### src/rtl/tic_pkg.sv
package tic_pkg;
    // Register byte offsets on the APB window
    localparam logic [7:0] ADDR_IOC_CH0 = 8'h00;
    localparam logic [7:0] ADDR_IOC_CH1 = 8'h04;
    localparam logic [7:0] ADDR_IOC_CH2 = 8'h08;
    localparam logic [7:0] ADDR_MODE_CH0 = 8'h0c;
    localparam logic [7:0] ADDR_IEN_CH0 = 8'h10;
    localparam logic [7:0] ADDR_IEN_CH1 = 8'h14;
    localparam logic [7:0] ADDR_IEN_CH2 = 8'h18;
    localparam logic [7:0] ADDR_PIN_STAT = 8'h1c;
    localparam logic [7:0] ADDR_CAP_CH0 = 8'h20;
    localparam logic [7:0] ADDR_CAP_CH1 = 8'h24;
    localparam logic [7:0] ADDR_CAP_CH2 = 8'h28;

    // Widths
    localparam int CNT_WIDTH = 16;
    localparam int IOC_WIDTH = 4;
    localparam int IEN_BITS = 6;

    // I/O control code fields and reset value
    localparam int IOC_CAPTURE_BIT = 3;
    localparam int IOC_INIT_BIT = 2;
    localparam int IOC_BOTH_BIT = 1;
    localparam logic [3:0] IOC_RESET = 4'h0;
    localparam logic [1:0] ACT_NONE = 2'h0;
    localparam logic [1:0] ACT_LOW = 2'h1;
    localparam logic [1:0] ACT_HIGH = 2'h2;
    localparam logic [1:0] ACT_TOGGLE = 2'h3;
    localparam logic [1:0] CAP_RISE = 2'h0;
    localparam logic [1:0] CAP_FALL = 2'h1;

    // Mode register field
    localparam int MODE_BUFA_BIT = 0;

    // Interrupt enable layout: bit 7 reads 0, bit 6 reads 1
    localparam logic [7:0] IEN_RESET = 8'h40;
    localparam logic [1:0] IEN_TOP_BITS = 2'h1;
    localparam logic [5:0] IEN_MASK_CH0 = 6'h1f;
    localparam logic [5:0] IEN_MASK_CH12 = 6'h33;
    localparam int IEN_UNDERFLOW_BIT = 5;
endpackage

### src/rtl/tic_chan_if.sv
`timescale 1ns/1ps
interface tic_chan_if;
    // Configuration from the register file
    logic [3:0] code;
    logic codeWr;
    logic blocked;
    // Counter side
    logic match;
    logic [15:0] counter;
    // Pin side
    logic pinRaw;
    logic pinOut;
    logic pinOe;
    logic pinLevel;
    // Capture results
    logic capEvt;
    logic [15:0] capValue;

    modport ctrl (
        output code, codeWr, blocked, match, counter, pinRaw,
        input pinOut, pinOe, pinLevel, capEvt, capValue
    );
    modport chan (
        input code, codeWr, blocked, match, counter, pinRaw,
        output pinOut, pinOe, pinLevel, capEvt, capValue
    );
endinterface // tic_chan_if

### src/rtl/tic_chan_io.sv
`timescale 1ns/1ps
module tic_chan_io #(
    parameter bit FORCE_CAPTURE = 1'b0
) (
    // Clock and reset
    input wire logic ref_clk,
    input wire logic rst,
    // Channel carrier
    tic_chan_if.chan ch
);
    logic sync0_q;
    logic sync1_q;
    logic prev_q;
    logic [1:0] primed_q;
    logic pinOut_q;
    logic pinOe_q;
    logic capEvt_q;
    logic [15:0] capValue_q;
    wire capMode;
    wire outMode;
    wire active;
    wire riseEdge;
    wire fallEdge;
    wire edgeSel;

    // Mode decode; prohibited codes fall out as neither mode
    assign capMode = ch.code[tic_pkg::IOC_CAPTURE_BIT]
        & (FORCE_CAPTURE | ~ch.code[tic_pkg::IOC_INIT_BIT]);
    assign outMode = ~ch.code[tic_pkg::IOC_CAPTURE_BIT]
        & (ch.code[1:0] != tic_pkg::ACT_NONE);
    assign active = ~ch.blocked;
    // Edges only after the synchroniser has filled; a pin held high through reset still gives one rising edge
    assign riseEdge = primed_q[1] & sync1_q & ~prev_q;
    assign fallEdge = primed_q[1] & ~sync1_q & prev_q;
    assign edgeSel = ch.code[tic_pkg::IOC_BOTH_BIT] ? (riseEdge | fallEdge)
        : (ch.code[1:0] == tic_pkg::CAP_FALL) ? fallEdge
        : riseEdge;

    // Pin synchroniser and edge history
    always_ff @(posedge ref_clk)
    begin
        if (rst)
        begin
            sync0_q <= 1'b0;
            sync1_q <= 1'b0;
            prev_q <= 1'b0;
            primed_q <= 2'h0;
        end
        else
        begin
            sync0_q <= ch.pinRaw;
            sync1_q <= sync0_q;
            prev_q <= sync1_q;
            primed_q <= {primed_q[0], 1'b1};
        end
    end

    // Compare output pin; a code write loads the initial level
    always_ff @(posedge ref_clk)
    begin
        if (rst)
        begin
            pinOut_q <= 1'b0;
            pinOe_q <= 1'b0;
        end
        else
        begin
            pinOe_q <= outMode & active;
            if (ch.codeWr && outMode)
                pinOut_q <= ch.code[tic_pkg::IOC_INIT_BIT];
            else if (ch.match && outMode && active)
            begin
                unique case (ch.code[1:0])
                    tic_pkg::ACT_LOW: pinOut_q <= 1'b0;
                    tic_pkg::ACT_HIGH: pinOut_q <= 1'b1;
                    tic_pkg::ACT_TOGGLE: pinOut_q <= ~pinOut_q;
                    tic_pkg::ACT_NONE: pinOut_q <= pinOut_q;
                endcase
            end
        end
    end

    // Input capture of the counter
    always_ff @(posedge ref_clk)
    begin
        if (rst)
        begin
            capEvt_q <= 1'b0;
            capValue_q <= 16'h0000;
        end
        else
        begin
            capEvt_q <= capMode & active & edgeSel;
            if (capMode && active && edgeSel)
                capValue_q <= ch.counter;
        end
    end

    assign ch.pinOut = pinOut_q;
    assign ch.pinOe = pinOe_q;
    assign ch.pinLevel = sync1_q;
    assign ch.capEvt = capEvt_q;
    assign ch.capValue = capValue_q;
endmodule // tic_chan_io

### src/rtl/tic_timer_io.sv
// The register addresses and register access over APB are this design's own decisions.
`timescale 1ns/1ps
module tic_timer_io (
    // Clock and reset
    input wire logic ref_clk,
    input wire logic rst,
    // APB slave
    input wire logic psel,
    input wire logic penable,
    input wire logic pwrite,
    input wire logic [7:0] paddr,
    input wire logic [31:0] pwdata,
    output logic pready,
    output logic [31:0] prdata,
    output logic pslverr,
    // Counter and status side
    input wire logic [2:0][15:0] counterVal,
    input wire logic [2:0] compareMatch,
    input wire logic [2:0][5:0] statusFlag,
    // Timer pins: ch0 register C, ch1 and ch2 register A
    input wire logic [2:0] timerPinIn,
    output logic [2:0] timerPinOut,
    output logic [2:0] timerPinOe,
    // Events
    output logic [2:0] captureEvent,
    output logic [2:0][5:0] irqReq
);
    localparam logic [5:0] IEN_MASK [3] = '{tic_pkg::IEN_MASK_CH0,
        tic_pkg::IEN_MASK_CH12, tic_pkg::IEN_MASK_CH12};

    logic pready_q;
    logic [31:0] prdata_q;
    logic pslverr_q;
    logic [3:0] ioCode_q [3];
    logic [2:0] codeWr_q;
    logic bufA_q;
    logic [5:0] ien_q [3];
    logic [2:0][5:0] irqReq_q;
    wire accessCyc;
    wire wrCommit;
    wire [2:0] selIoc;
    wire [2:0] selIen;
    wire [2:0] selCap;
    wire selMode;
    wire selPin;
    wire hit;
    wire [7:0] ienRd [3];
    wire [2:0] pinLevel;
    wire [15:0] capVal [3];
    wire [31:0] rdData;

    tic_chan_if chIf [3] ();

    // APB phases: one wait state, so read data can come from a register
    assign accessCyc = psel & penable & ~pready_q;
    assign wrCommit = psel & penable & pready_q & pwrite;

    // Address decode
    assign selIoc[0] = paddr == tic_pkg::ADDR_IOC_CH0;
    assign selIoc[1] = paddr == tic_pkg::ADDR_IOC_CH1;
    assign selIoc[2] = paddr == tic_pkg::ADDR_IOC_CH2;
    assign selIen[0] = paddr == tic_pkg::ADDR_IEN_CH0;
    assign selIen[1] = paddr == tic_pkg::ADDR_IEN_CH1;
    assign selIen[2] = paddr == tic_pkg::ADDR_IEN_CH2;
    assign selCap[0] = paddr == tic_pkg::ADDR_CAP_CH0;
    assign selCap[1] = paddr == tic_pkg::ADDR_CAP_CH1;
    assign selCap[2] = paddr == tic_pkg::ADDR_CAP_CH2;
    assign selMode = paddr == tic_pkg::ADDR_MODE_CH0;
    assign selPin = paddr == tic_pkg::ADDR_PIN_STAT;
    assign hit = (|selIoc) | (|selIen) | (|selCap) | selMode | selPin;

    // Enable read view: fixed top bits over the masked store
    assign ienRd[0] = {tic_pkg::IEN_TOP_BITS, ien_q[0]};
    assign ienRd[1] = {tic_pkg::IEN_TOP_BITS, ien_q[1]};
    assign ienRd[2] = {tic_pkg::IEN_TOP_BITS, ien_q[2]};

    // Read multiplexer; unmapped reads return zero
    assign rdData = selIoc[0] ? {28'h0000000, ioCode_q[0]}
        : selIoc[1] ? {28'h0000000, ioCode_q[1]}
        : selIoc[2] ? {28'h0000000, ioCode_q[2]}
        : selMode ? {31'h00000000, bufA_q}
        : selIen[0] ? {24'h000000, ienRd[0]}
        : selIen[1] ? {24'h000000, ienRd[1]}
        : selIen[2] ? {24'h000000, ienRd[2]}
        : selPin ? {20'h00000, 1'b0, pinLevel, 1'b0, timerPinOe, 1'b0, timerPinOut}
        : selCap[0] ? {16'h0000, capVal[0]}
        : selCap[1] ? {16'h0000, capVal[1]}
        : selCap[2] ? {16'h0000, capVal[2]}
        : 32'h00000000;

    // APB handshake and read data
    always_ff @(posedge ref_clk)
    begin
        if (rst)
        begin
            pready_q <= 1'b0;
            prdata_q <= 32'h00000000;
            pslverr_q <= 1'b0;
        end
        else
        begin
            pready_q <= accessCyc;
            pslverr_q <= accessCyc & ~hit;
            if (accessCyc && !pwrite)
                prdata_q <= rdData;
        end
    end

    // Buffer-mode bit of the channel 0 mode register
    always_ff @(posedge ref_clk)
    begin
        if (rst)
            bufA_q <= 1'b0;
        else if (wrCommit && selMode)
            bufA_q <= pwdata[tic_pkg::MODE_BUFA_BIT];
    end

    // Code write strobes in one process, so the vector has a single driver
    always_ff @(posedge ref_clk)
    begin
        if (rst)
            codeWr_q <= 3'h0;
        else
            codeWr_q <= selIoc & {3{wrCommit}};
    end

    // Request only while flag and enable are both set
    always_ff @(posedge ref_clk)
    begin
        if (rst)
            irqReq_q <= 18'h00000;
        else
            for (int i = 0; i < 3; i++)
                irqReq_q[i] <= statusFlag[i] & ien_q[i];
    end

    // Per-channel registers and pin logic
    for (genvar c = 0; c < 3; c++)
    begin : g_chan
        // I/O code and enables; the strobe that loads the pin level comes from the shared process above
        always_ff @(posedge ref_clk)
        begin
            if (rst)
            begin
                ioCode_q[c] <= tic_pkg::IOC_RESET;
                ien_q[c] <= tic_pkg::IEN_RESET[5:0];
            end
            else
            begin
                if (wrCommit && selIoc[c])
                    ioCode_q[c] <= pwdata[3:0];
                if (wrCommit && selIen[c])
                    ien_q[c] <= pwdata[5:0] & IEN_MASK[c];
            end
        end

        assign chIf[c].code = ioCode_q[c];
        assign chIf[c].codeWr = codeWr_q[c];
        assign chIf[c].blocked = (c == 0) ? bufA_q : 1'b0;
        assign chIf[c].match = compareMatch[c];
        assign chIf[c].counter = counterVal[c];
        assign chIf[c].pinRaw = timerPinIn[c];
        assign timerPinOut[c] = chIf[c].pinOut;
        assign timerPinOe[c] = chIf[c].pinOe;
        assign pinLevel[c] = chIf[c].pinLevel;
        assign captureEvent[c] = chIf[c].capEvt;
        assign capVal[c] = chIf[c].capValue;

        // Channel 2 ignores bit two once capture is chosen
        tic_chan_io #(
            .FORCE_CAPTURE(c == 2)
        ) u_chan (
            .ref_clk(ref_clk),
            .rst(rst),
            .ch(chIf[c])
        );
    end

    assign pready = pready_q;
    assign prdata = prdata_q;
    assign pslverr = pslverr_q;
    assign irqReq = irqReq_q;
endmodule // tic_timer_io

### config.mk
export PLATFORM = sky130hd
export DESIGN_NAME = tic_timer_io
export DESIGN_NICKNAME = d
export VERILOG_FILES = /design/src/rtl/tic_pkg.sv /design/src/rtl/tic_chan_if.sv /design/src/rtl/tic_chan_io.sv /design/src/rtl/tic_timer_io.sv
export SDC_FILE = /design/constraint.sdc
export NUM_CORES = 1
export LEC_CHECK = 0
export BUFFER_PORTS_ARGS = -buffer_cell sky130_fd_sc_hd__buf_2
export CORE_MARGIN = 10
export CORE_UTILIZATION = 55
export DETAILED_ROUTE_END_ITERATION = 8
export PLACE_DENSITY = 0.85
export SETUP_SLACK_MARGIN = 0.5
export SYNTH_ARGS = -nofsm -noshare
export SYNTH_HDL_FRONTEND = slang
export SYNTH_SLANG_ARGS = --single-unit
### constraint.sdc
create_clock -name ref_clk -period 3.46 [get_ports ref_clk]
set_input_delay 0.173 -clock ref_clk [delete_from_list [all_inputs] [get_ports ref_clk]]
set_output_delay 0.173 -clock ref_clk [all_outputs]
set_load 0.02 [all_outputs]
==> flow_metrics.py, run 1 <==
metrics = {
    "logic_synthesis": {
        "yosysTopAreaCellShare_pct": 36.5,
        "ys_seq_elements": 128,
        "synth_area_leaders": "dfxtp_1 (36%), edfxtp_1 (13%), mux2i_1 (9.9%)",
        "synth_area_sq_mm": 0.00566,
        "synth-main-ff-cell": "dfxtp_1",
        "synth.largest_area_cell": "dfxtp_1",
        "synth_edf_count": 25,
        "post_synth_num_cell_types": 58,
        "async_reset_ff_share_pct": 0,
        "yosysWarnings": 0,
        "synthCells": 581,
        "syn_area_per_cell_sq_um": 9.73,
        "seq_area_frac_synth_pct": 49.7,
    },
    "route": {
        "drt-vias-per-instance": 5.75,
        "detail_route.wl_per_cell_um": 19.8,
        "drt_wl_total_mm": 18.0,
        "vias": 5224,
        "drt_iter0_drc": 642,
        "firstDrtPassIters": 5,
        "postRouteAntennaNets": 0,
        "drc": 0,
    },
    "finish": {
        "fill_cells": 657,
        "layout_commonest_cell": "buf_2",
        "mostFrequentLayoutCells": "buf_2 (125), dfxtp_1 (103), nor2_1 (82)",
        "fin_cells": 909,
        "nNetsFinal": 877,
        "drive_gt1_share_pct": 22.9,
        "postLayoutCellArea_sq_mm": 0.00750,
        "areaGrowthSynthToFinish_pct": 32.6,
    },
    "clock_tree": {
        "cts_setup_buffers": 0,
        "cts_root_buffer": "clkbuf_8",
        "h-tree-depth": 4,
        "path_clk_slew_ps": 60,
        "cts_buffers": 17,
        "clk_path_buf_depth": 2,
        "cts_resized": 0,
        "cts_sinks": 128,
        "hold_buffers": 68,
        "insertion_delay_ps": 530,
        "cts_tree": "yes",
    },
    "sta": {
        "max_slew_margin_pct": 35.9,
        "rsz0062_at_grt": "false",
        "min_period_over_period_pct": 60.7,
        "tightest_slew_ps": 952,
        "timing.final.ws_setup_ps": 1360,
        "hold_viol_final": 0,
        "fin_tns_setup_ps": 0,
        "finalClockSkew_ps": 11.6,
        "setup_viol": 0,
        "fmax_mhz": 476,
        "drv_slew": 0,
        "fin_crit_ps": 2100,
    },
    "power": {
        "p_leak_nw": 3.44,
        "power_mw": 3.63,
        "p_int_mw": 2.74,
        "peakVddDrop_mv": 0.345,
        "pwr-share-clk_pct": 48.2,
        "pwr-share-seq_pct": 43.4,
        "comb_power_share_pct": 8.4,
        "p_sw_share_pct": 24.6,
        "switchingPower_mw": 0.891,
        "power.density_mw_per_mm2": 484,
    },
    "worst_hold_path": {
        "holdCritPathClass": "primary input to flip-flop",
    },
    "grt": {
        "grt.total_usage_pct": 24.1,
        "gr-total-overflow": 0,
        "grt_pass1_wl_mm": 28.1,
        "grt_pass1_vias": 5318,
        "antenna_found_initial": 3,
        "grt_max_degree": 86,
    },
    "floorplan": {
        "die-area_sq_mm": 0.0147,
        "initial_utilization_pct": 57.1,
        "dieWidth_um": 121,
        "core_sq_mm": 0.00991,
        "die_h_um": 121,
        "io_pins": 178,
        "num_rows": 36,
    },
    "placed_design": {
        "routabilityCongestion": 0.895,
        "port_buffers": 125,
        "dpl.cell_count": 806,
        "dp_hpwl_mm": 12.0,
        "post-place-ws_ps": 934,
        "dpl_cell_area_sq_mm": 0.00623,
    },
    "setup_path": {
        "critPathBufInv": 0,
        "r2r_start": "pready",
        "crit_end": "ien_q[0][1]",
        "required_ps": 3600,
        "worstSetupStartpointType": "flip-flop",
        "crit_fanout": 7,
        "slowest_delay_ps": 890,
        "cp.arrival_ps": 2240,
        "crit_cells": 2,
        "worstReg2RegEnd": "ien_q[0][1]",
        "reg2regPathDepth": 2,
        "r2r_slack_ps": 1360,
        "critPathSlowestCell": "o21ai_0",
        "startpoint": "pready",
        "end_kind": "flip-flop",
        "critPathKind": "flip-flop to flip-flop",
        "crit_path_cell_trace": "nand4_1, o21ai_0",
        "cp_top_family": "compound AO/OA/AOI/OAI gates",
    },
    "run_status": {
        "outcome": "complete, no violations",
    },
    "flow_run": {
        "maxCapViolCount": 0,
    },
}
layer usage:
| metal | vias up | share of wire (%) | track usage (%) |
|---|---|---|---|
| li1 | 2381 | - | - |
| met1 | 2481 | 37 | 27.0 |
| met2 | 313 | 50 | 41.5 |
| met3 | 49 | 8.9 | 6.84 |
| met4 | 0 | 3.4 | 10.9 |
| met5 | - | 0 | 0 |
worst min-delay path, cell delays in order:
cell	delay (ps)
buf_2	110
nand2_1	140
nor3_1	70
cells by family after synthesis:
| kind of cell | count (synthesis) | share of synthesized area, % |
|---|---|---|
| AO/OA/AOI/OAI | 89 | 11.2 |
| buffers and inverters | 71 | 7.21 |
| flip-flops | 128 | 49.7 |
| multiplexers | 58 | 10.3 |
| other | 1 | 0.0663 |
| AND/OR/NAND/NOR | 234 | 21.5 |
worst min path at each step:
stage	from	endpoint	slack [ps]	depth (start not counted)
3_5_place_dp	timerPinIn[2]	g_chan[2].u_chan.sync0_q	390	2
3_3_place_gp	timerPinIn[1]	g_chan[1].u_chan.sync0_q	380	2
2_1_floorplan	timerPinIn[0]	g_chan[0].u_chan.sync0_q	300	1
5_1_grt	penable	pready	40	3
6_report	penable	pready	30	3
4_1_cts	penable	pready	20	3
flip-flops by register name (all words and copies together) (netlist names):
| name | flops |
|---|---|
| g_chan.u_chan.sync0_q | 3 |
| irqReq | 13 |
| prdata | 16 |
| g_chan.u_chan.ch.capEvt | 3 |
| ioCode_q | 12 |
| g_chan.u_chan.ch.pinLevel | 3 |
| pslverr | 1 |
| g_chan.u_chan.ch.pinOut | 3 |
| ien_q | 13 |
| pready | 1 |
| g_chan.u_chan.prev_q | 3 |
| g_chan.u_chan.ch.pinOe | 3 |
| g_chan.u_chan.ch.capValue | 48 |
| bufA_q | 1 |
| g_chan.u_chan.primed_q | 2 |
| codeWr_q | 3 |
power groups by stage:
stage          Sequential, mW  Combinational (mW)  Clock, mW
2_1_floorplan            1.61               0.148          0
3_3_place_gp             1.60               0.230          0
3_5_place_dp             1.60               0.234          0
4_1_cts                  1.57               0.296       1.75
5_1_grt                  1.58               0.327       1.83
6_report                 1.57               0.304       1.75
cell type report:
type / instances / area [sq um] / area share (%)
flip-flops and latches: 128 / 2810 / 37.5
multi-input cells: 402 / 2520 / 33.7
repair buffers: 202 / 1370 / 18.3
clock buffers: 18 / 428 / 5.70
well taps: 133 / 166 / 2.22
clock inverters: 14 / 154 / 2.05
inverters: 9 / 33.8 / 0.450
diodes: 3 / 7.51 / 0.100
synthesized netlist by cell type (3+ instances only):
master    instances
dfxtp_1         103
nor2_1           82
mux2i_1          56
nand2_1          37
buf_4            30
and2_1           27
edfxtp_1         25
nor2b_1          21
clkbuf_1         17
a21oi_1          16
o21ai_0          16
and3_1           14
buf_2            11
nor3_1           10
inv_1             9
nand2b_1          8
a22o_1            6
a311oi_1          6
a32oi_1           6
a22oi_1           5
nand3_1           5
o22ai_1           5
a211oi_1          4
a31oi_1           4
nor4b_1           4
a221oi_1          3
nor3b_1           3
nor4_1            3
o211ai_1          3
or4_1             3
stage by stage:
step | utilization (%) | hold WS (ps)
after floorplan | - | 301
after global placement | 62.9 | 381
after detailed placement | 62.9 | 392
after CTS | 75.6 | 16.1
after global routing | 75.7 | 37.3
final | 75.7 | 34.2
Note: power is estimated with default switching activity, not from simulation.
==> inputs of run 2 (changes only) <==
--- a/config.mk
+++ b/config.mk
@@ -7,9 +7,9 @@
 export LEC_CHECK = 0
 export BUFFER_PORTS_ARGS = -buffer_cell sky130_fd_sc_hd__buf_2
 export CORE_MARGIN = 10
-export CORE_UTILIZATION = 55
+export CORE_UTILIZATION = 51
 export DETAILED_ROUTE_END_ITERATION = 8
-export PLACE_DENSITY = 0.85
+export PLACE_DENSITY = 0.8
 export SETUP_SLACK_MARGIN = 0.5
 export SYNTH_ARGS = -nofsm -noshare
 export SYNTH_HDL_FRONTEND = slang
==> constraint.sdc (replaced) <==
create_clock -name ref_clk -period 1.95 [get_ports ref_clk]
set_input_delay 0.0975 -clock ref_clk [delete_from_list [all_inputs] [get_ports ref_clk]]
set_output_delay 0.0975 -clock ref_clk [all_outputs]
set_load 0.02 [all_outputs]
==> flow_metrics.py, run 2 (synthesis results as in run 1) <==
metrics = {
    "setup_path": {
        "required_ps": 2370,
        "cp.arrival_ps": 2030,
        "end_kind": "flip-flop",
        "worstSetupStartpointType": "flip-flop",
        "critPathKind": "flip-flop to flip-flop",
        "r2r_start": "ioCode_q[1][0]",
        "startpoint": "ioCode_q[1][0]",
        "crit_fanout": 8,
    },
    "floorplan": {
        "dieWidth_um": 125,
        "initial_utilization_pct": 52.2,
        "core_sq_mm": 0.0108,
        "io_pins": 178,
        "die-area_sq_mm": 0.0157,
        "die_h_um": 125,
        "num_rows": 38,
    },
    "clock_tree": {
        "cts_sinks": 128,
        "h-tree-depth": 4,
        "cts_root_buffer": "clkbuf_8",
        "clk_path_buf_depth": 2,
        "path_clk_slew_ps": 70,
        "cts_tree": "yes",
        "hold_buffers": 79,
        "cts_buffers": 17,
        "insertion_delay_ps": 540,
    },
    "finish": {
        "mostFrequentLayoutCells": "buf_2 (126), dfxtp_1 (101), nor2_1 (80)",
        "nNetsFinal": 924,
        "drive_gt1_share_pct": 29.1,
        "ff_latch_area_sq_mm": 0.00282,
        "layout_commonest_cell": "buf_2",
        "fin_util_pct": 75.2,
        "postLayoutCellArea_sq_mm": 0.00815,
        "fill_cells": 694,
        "areaGrowthSynthToFinish_pct": 44.1,
        "multiInputGateArea_sq_mm": 0.00267,
        "largest_reg_flops": 48,
    },
    "route": {
        "drt_iter0_drc": 611,
        "detail_route.wl_per_cell_um": 20.9,
        "vias": 5555,
        "drt_wl_total_mm": 20.1,
        "firstDrtPassIters": 6,
        "postRouteAntennaNets": 0,
        "drc": 0,
        "drt-vias-per-instance": 5.78,
    },
    "grt": {
        "grt_pass1_vias": 5678,
        "gr-total-overflow": 0,
        "grt_max_degree": 54,
        "antenna_found_initial": 1,
        "grt.total_usage_pct": 23.6,
        "grt_pass1_wl_mm": 29.8,
    },
    "placed_design": {
        "dpl_cell_area_sq_mm": 0.00642,
        "routabilityCongestion": 0.937,
        "port_buffers": 125,
        "dp_hpwl_mm": 12.4,
    },
    "sta": {
        "setup_viol": 0,
        "holdWs_ps": -111,
        "fin_tns_setup_ps": 0,
        "hold_viol_final": 3,
        "fin_crit_ps": 1610,
        "fmax_mhz": 622,
        "max_slew_margin_pct": 60.8,
        "rsz0062_at_grt": "true",
        "drv_slew": 0,
        "min_period_over_period_pct": 82.5,
        "finalClockSkew_ps": 10.1,
        "tightest_slew_ps": 580,
    },
    "run_status": {
        "violations": "negative hold slack",
        "outcome": "finished, violations left",
    },
    "power": {
        "peakVddDrop_mv": 0.691,
        "power_mw": 6.79,
        "p_leak_nw": 3.75,
        "power.density_mw_per_mm2": 833,
    },
    "worst_hold_path": {
        "hold_start": "rst",
        "holdCritPathClass": "primary input to flip-flop",
    },
    "flow_run": {
        "maxCapViolCount": 0,
    },
}
## run 2: path summary, 6_finish.rpt
check	cells past startpoint	slack, ps	end
worst max-delay path	7	340	g_chan[1].u_chan.ch.capValue[3]
worst max register to register	7	340	g_chan[1].u_chan.ch.capValue[3]
worst min register to register	1	440	g_chan[1].u_chan.ch.pinLevel
worst min-delay path	2	-110	bufA_q
## run 2: cell type report
cell class | instances | area share, %
inverters | 9 | 0.414
flip-flops and latches | 128 | 34.6
clock buffers | 21 | 5.91
well taps | 140 | 2.15
repair buffers | 249 | 22.4
diodes | 1 | 0.0307
clock inverters | 11 | 1.81
multi-input cells | 402 | 32.7
## run 2: layer usage
layer / vias up / global-route usage [%] / wire length [um]
met5: - / 0 / 0
met4: 0 / 11.2 / 897
met3: 88 / 7.56 / 1880
met2: 348 / 40.4 / 9920
met1: 2647 / 26.1 / 7360
li1: 2472 / - / -
## run 2: worst max-delay path, cell delays in order (launching register included)
cell and delay [ps]:
edfxtp_1 440, nor2b_1 180, o22ai_1 160, nand4b_1 140, buf_6 160, buf_16 150
mux2i_2 200, nor2_1 70
## run 2: where the power goes
group | internal, mW | switching, mW | total [mW] | leakage (nW)
clock | 2.14 | 1.22 | 3.36 | 0.305
combinational | 0.290 | 0.344 | 0.634 | 2.35
sequential | 2.75 | 0.0419 | 2.79 | 1.10
total | 5.18 | 1.61 | 6.79 | 3.75
## run 2: timing repair
| action | CTS | global route |
|---|---|---|
| hold endpoints to repair | 97 | 3 |
| endpoints found under the setup margin | 81 | 75 |
| pin swaps | 5 | 7 |
| cloned | 1 | 1 |
| setup buffers | 11 | 6 |
| resized for setup | 15 | 23 |
## run 2: stage by stage
| step | instances | setup slack, ps |
|---|---|---|
| 2_1_floorplan | 601 | 376 |
| 3_3_place_gp | 830 | 130 |
| 3_5_place_dp | 830 | 111 |
| 4_1_cts | 953 | 431 |
| 5_1_grt | 961 | 298 |
| 6_report | 961 | 342 |
==> inputs of run 3 (changes only) <==
--- a/config.mk
+++ b/config.mk
@@ -7,9 +7,9 @@
 export LEC_CHECK = 0
 export BUFFER_PORTS_ARGS = -buffer_cell sky130_fd_sc_hd__buf_2
 export CORE_MARGIN = 10
-export CORE_UTILIZATION = 51
+export CORE_UTILIZATION = 46
 export DETAILED_ROUTE_END_ITERATION = 8
-export PLACE_DENSITY = 0.8
+export PLACE_DENSITY = 0.76
 export SETUP_SLACK_MARGIN = 0.5
 export SYNTH_ARGS = -nofsm -noshare
 export SYNTH_HDL_FRONTEND = slang
==> constraint.sdc (replaced) <==
create_clock -name ref_clk -period 1.3 [get_ports ref_clk]
set_input_delay 0.065 -clock ref_clk [delete_from_list [all_inputs] [get_ports ref_clk]]
set_output_delay 0.065 -clock ref_clk [all_outputs]
set_load 0.02 [all_outputs]
==> flow_metrics.py, run 3 (synthesis results as in run 1) <==
metrics = {
    "worst_hold_path": {
        "holdCritPathClass": "primary input to flip-flop",
        "hold_end": "bufA_q",
        "hold_start": "pwdata[0]",
        "hold_depth": 3,
    },
    "setup_path": {
        "crit_path_cell_trace": "o21ai_2, o22ai_4, nand3_4, buf_12, mux2i_1, nor2_1",
        "r2r_start": "ioCode_q[2][1]",
        "r2r_slack_ps": -380,
        "slowest_delay_ps": 460,
        "critPathSlowestCell": "edfxtp_1",
        "crit_fanout": 5,
        "reg2regPathDepth": 6,
        "worstSetupStartpointType": "flip-flop",
        "end_kind": "flip-flop",
        "worstReg2RegEnd": "g_chan[2].u_chan.ch.capValue[10]",
        "required_ps": 1600,
        "cp.arrival_ps": 1980,
        "critPathKind": "flip-flop to flip-flop",
    },
    "grt": {
        "grt_pass1_vias": 6040,
        "antenna_found_initial": 3,
        "grt_pass1_wl_mm": 33.1,
        "grt_max_degree": 85,
        "gr-total-overflow": 0,
        "grt.total_usage_pct": 25.6,
    },
    "run_status": {
        "violations": "negative setup slack",
        "outcome": "finished, violations left",
    },
    "placed_design": {
        "dp_hpwl_mm": 13.6,
        "routabilityCongestion": 0.898,
        "port_buffers": 125,
        "dpl.cell_count": 904,
    },
    "sta": {
        "drv_slew": 0,
        "holdWs_ps": 41.0,
        "fin_crit_ps": 1680,
        "fin_tns_setup_ps": -12520,
        "rsz0062_at_grt": "true",
        "hold_viol_final": 0,
        "min_period_over_period_pct": 129,
        "fmax_mhz": 596,
        "setup_viol": 81,
        "timing.final.ws_setup_ps": -379,
        "finalClockSkew_ps": 10.7,
    },
    "route": {
        "drc": 0,
        "drt_iter0_drc": 524,
        "drt_wl_total_mm": 23.1,
        "drt-vias-per-instance": 5.62,
        "postRouteAntennaNets": 0,
        "vias": 5909,
        "detail_route.wl_per_cell_um": 22.0,
        "firstDrtPassIters": 7,
    },
    "power": {
        "power_mw": 10.1,
        "peakVddDrop_mv": 1.11,
        "p_leak_nw": 4.40,
        "power.density_mw_per_mm2": 1050,
    },
    "clock_tree": {
        "cts_sinks": 128,
        "cts_buffers": 17,
        "insertion_delay_ps": 430,
        "h-tree-depth": 4,
        "clk_path_buf_depth": 2,
        "cts_root_buffer": "clkbuf_16",
        "cts_tree": "yes",
        "path_clk_slew_ps": 60,
    },
    "finish": {
        "multiInputGateArea_sq_mm": 0.00310,
        "fill_cells": 635,
        "fin_util_pct": 80.5,
        "drive_gt1_share_pct": 47.2,
        "mostFrequentLayoutCells": "buf_4 (97), buf_2 (85), dlygate4sd3_1 (70)",
        "fin_cells": 1052,
        "largest_reg_flops": 48,
        "ff_latch_area_sq_mm": 0.00287,
        "areaGrowthSynthToFinish_pct": 71.0,
        "layout_commonest_cell": "buf_4",
        "nNetsFinal": 1006,
    },
    "floorplan": {
        "num_rows": 40,
        "io_pins": 178,
        "die_h_um": 131,
        "core_sq_mm": 0.0120,
        "dieWidth_um": 131,
        "initial_utilization_pct": 47.1,
        "die-area_sq_mm": 0.0171,
    },
    "flow_run": {
        "maxCapViolCount": 0,
    },
}
run 3: cell types whose count changed in the layout (fill, tap and decap cells not counted), moves of 9 or more:
cell           previous run  this run
nand2_1                  35        25
dfxtp_1                 101        63
nor2_4                    2        14
dlygate4sd3_1            79        70
and2_4                    0        12
buf_4                    36        97
buf_2                   126        85
and2_1                   27        15
nor2_1                   80        66
buf_6                     4        64
dfxtp_2                   1        36
run 3: report_power, final:
part / leakage (nW) / internal, mW / total, mW / switching (mW)
combinational: 2.99 / 0.645 / 1.26 / 0.620
clock: 0.288 / 2.81 / 4.67 / 1.87
sequential: 1.12 / 4.12 / 4.19 / 0.0674
run 3: stage by stage:
step                instance area, sq um  setup WS, ps
global placement                    7160          -345
CTS                                 9310          -180
detailed placement                  7160          -351
global route                        9670          -427
finish                              9670          -379
floorplan                           6060          -241
run 3: metal layers:
metal	GRT usage [%]	wire, um
met2	46.7	12200
met4	11.2	796
met5	0	0
met3	5.88	1790
met1	27.7	8310
run 3: worst max-delay path, delay by kind of cell, from the launching register on:
| family | cells | cell delay, ps |
|---|---|---|
| AO/OA/AOI/OAI | 2 | 300 |
| multiplexers | 1 | 340 |
| AND/OR/NAND/NOR | 2 | 270 |
| flip-flops | 1 | 460 |
| buffers and inverters | 1 | 170 |
run 3: worst max-delay path by stage:
stage | from | cells after the start | end | slack (ps)
after CTS | pready | 3 | prdata[1] | -180
after floorplan | paddr[4] | 7 | prdata[1] | -240
final | ioCode_q[2][1] | 6 | g_chan[2].u_chan.ch.capValue[10] | -380
after global placement | paddr[7] | 7 | prdata[1] | -340
after global routing | ioCode_q[2][1] | 6 | g_chan[2].u_chan.ch.capValue[10] | -430
after detailed placement | paddr[7] | 6 | ioCode_q[1][2] | -350
run 3: repair_timing:
action                                  CTS  global route
cloned                                    4             4
pin swaps                                41            24
endpoints found under the setup margin  168           171
setup buffers                            26             9
gates resized for setup                 191            48
hold endpoints to repair                 75             0
hold buffers                             70             0
run 3: cell type report:
class / count / share of cell area [%]
Multi-Input combinational cell: 403 / 32.1
Timing Repair Buffer: 330 / 30.0
Sequential cell: 128 / 29.7
Clock buffer: 21 / 4.88
Tap cell: 147 / 1.90
Clock inverter: 11 / 1.04
Inverter: 9 / 0.349
Antenna cell: 3 / 0.0776
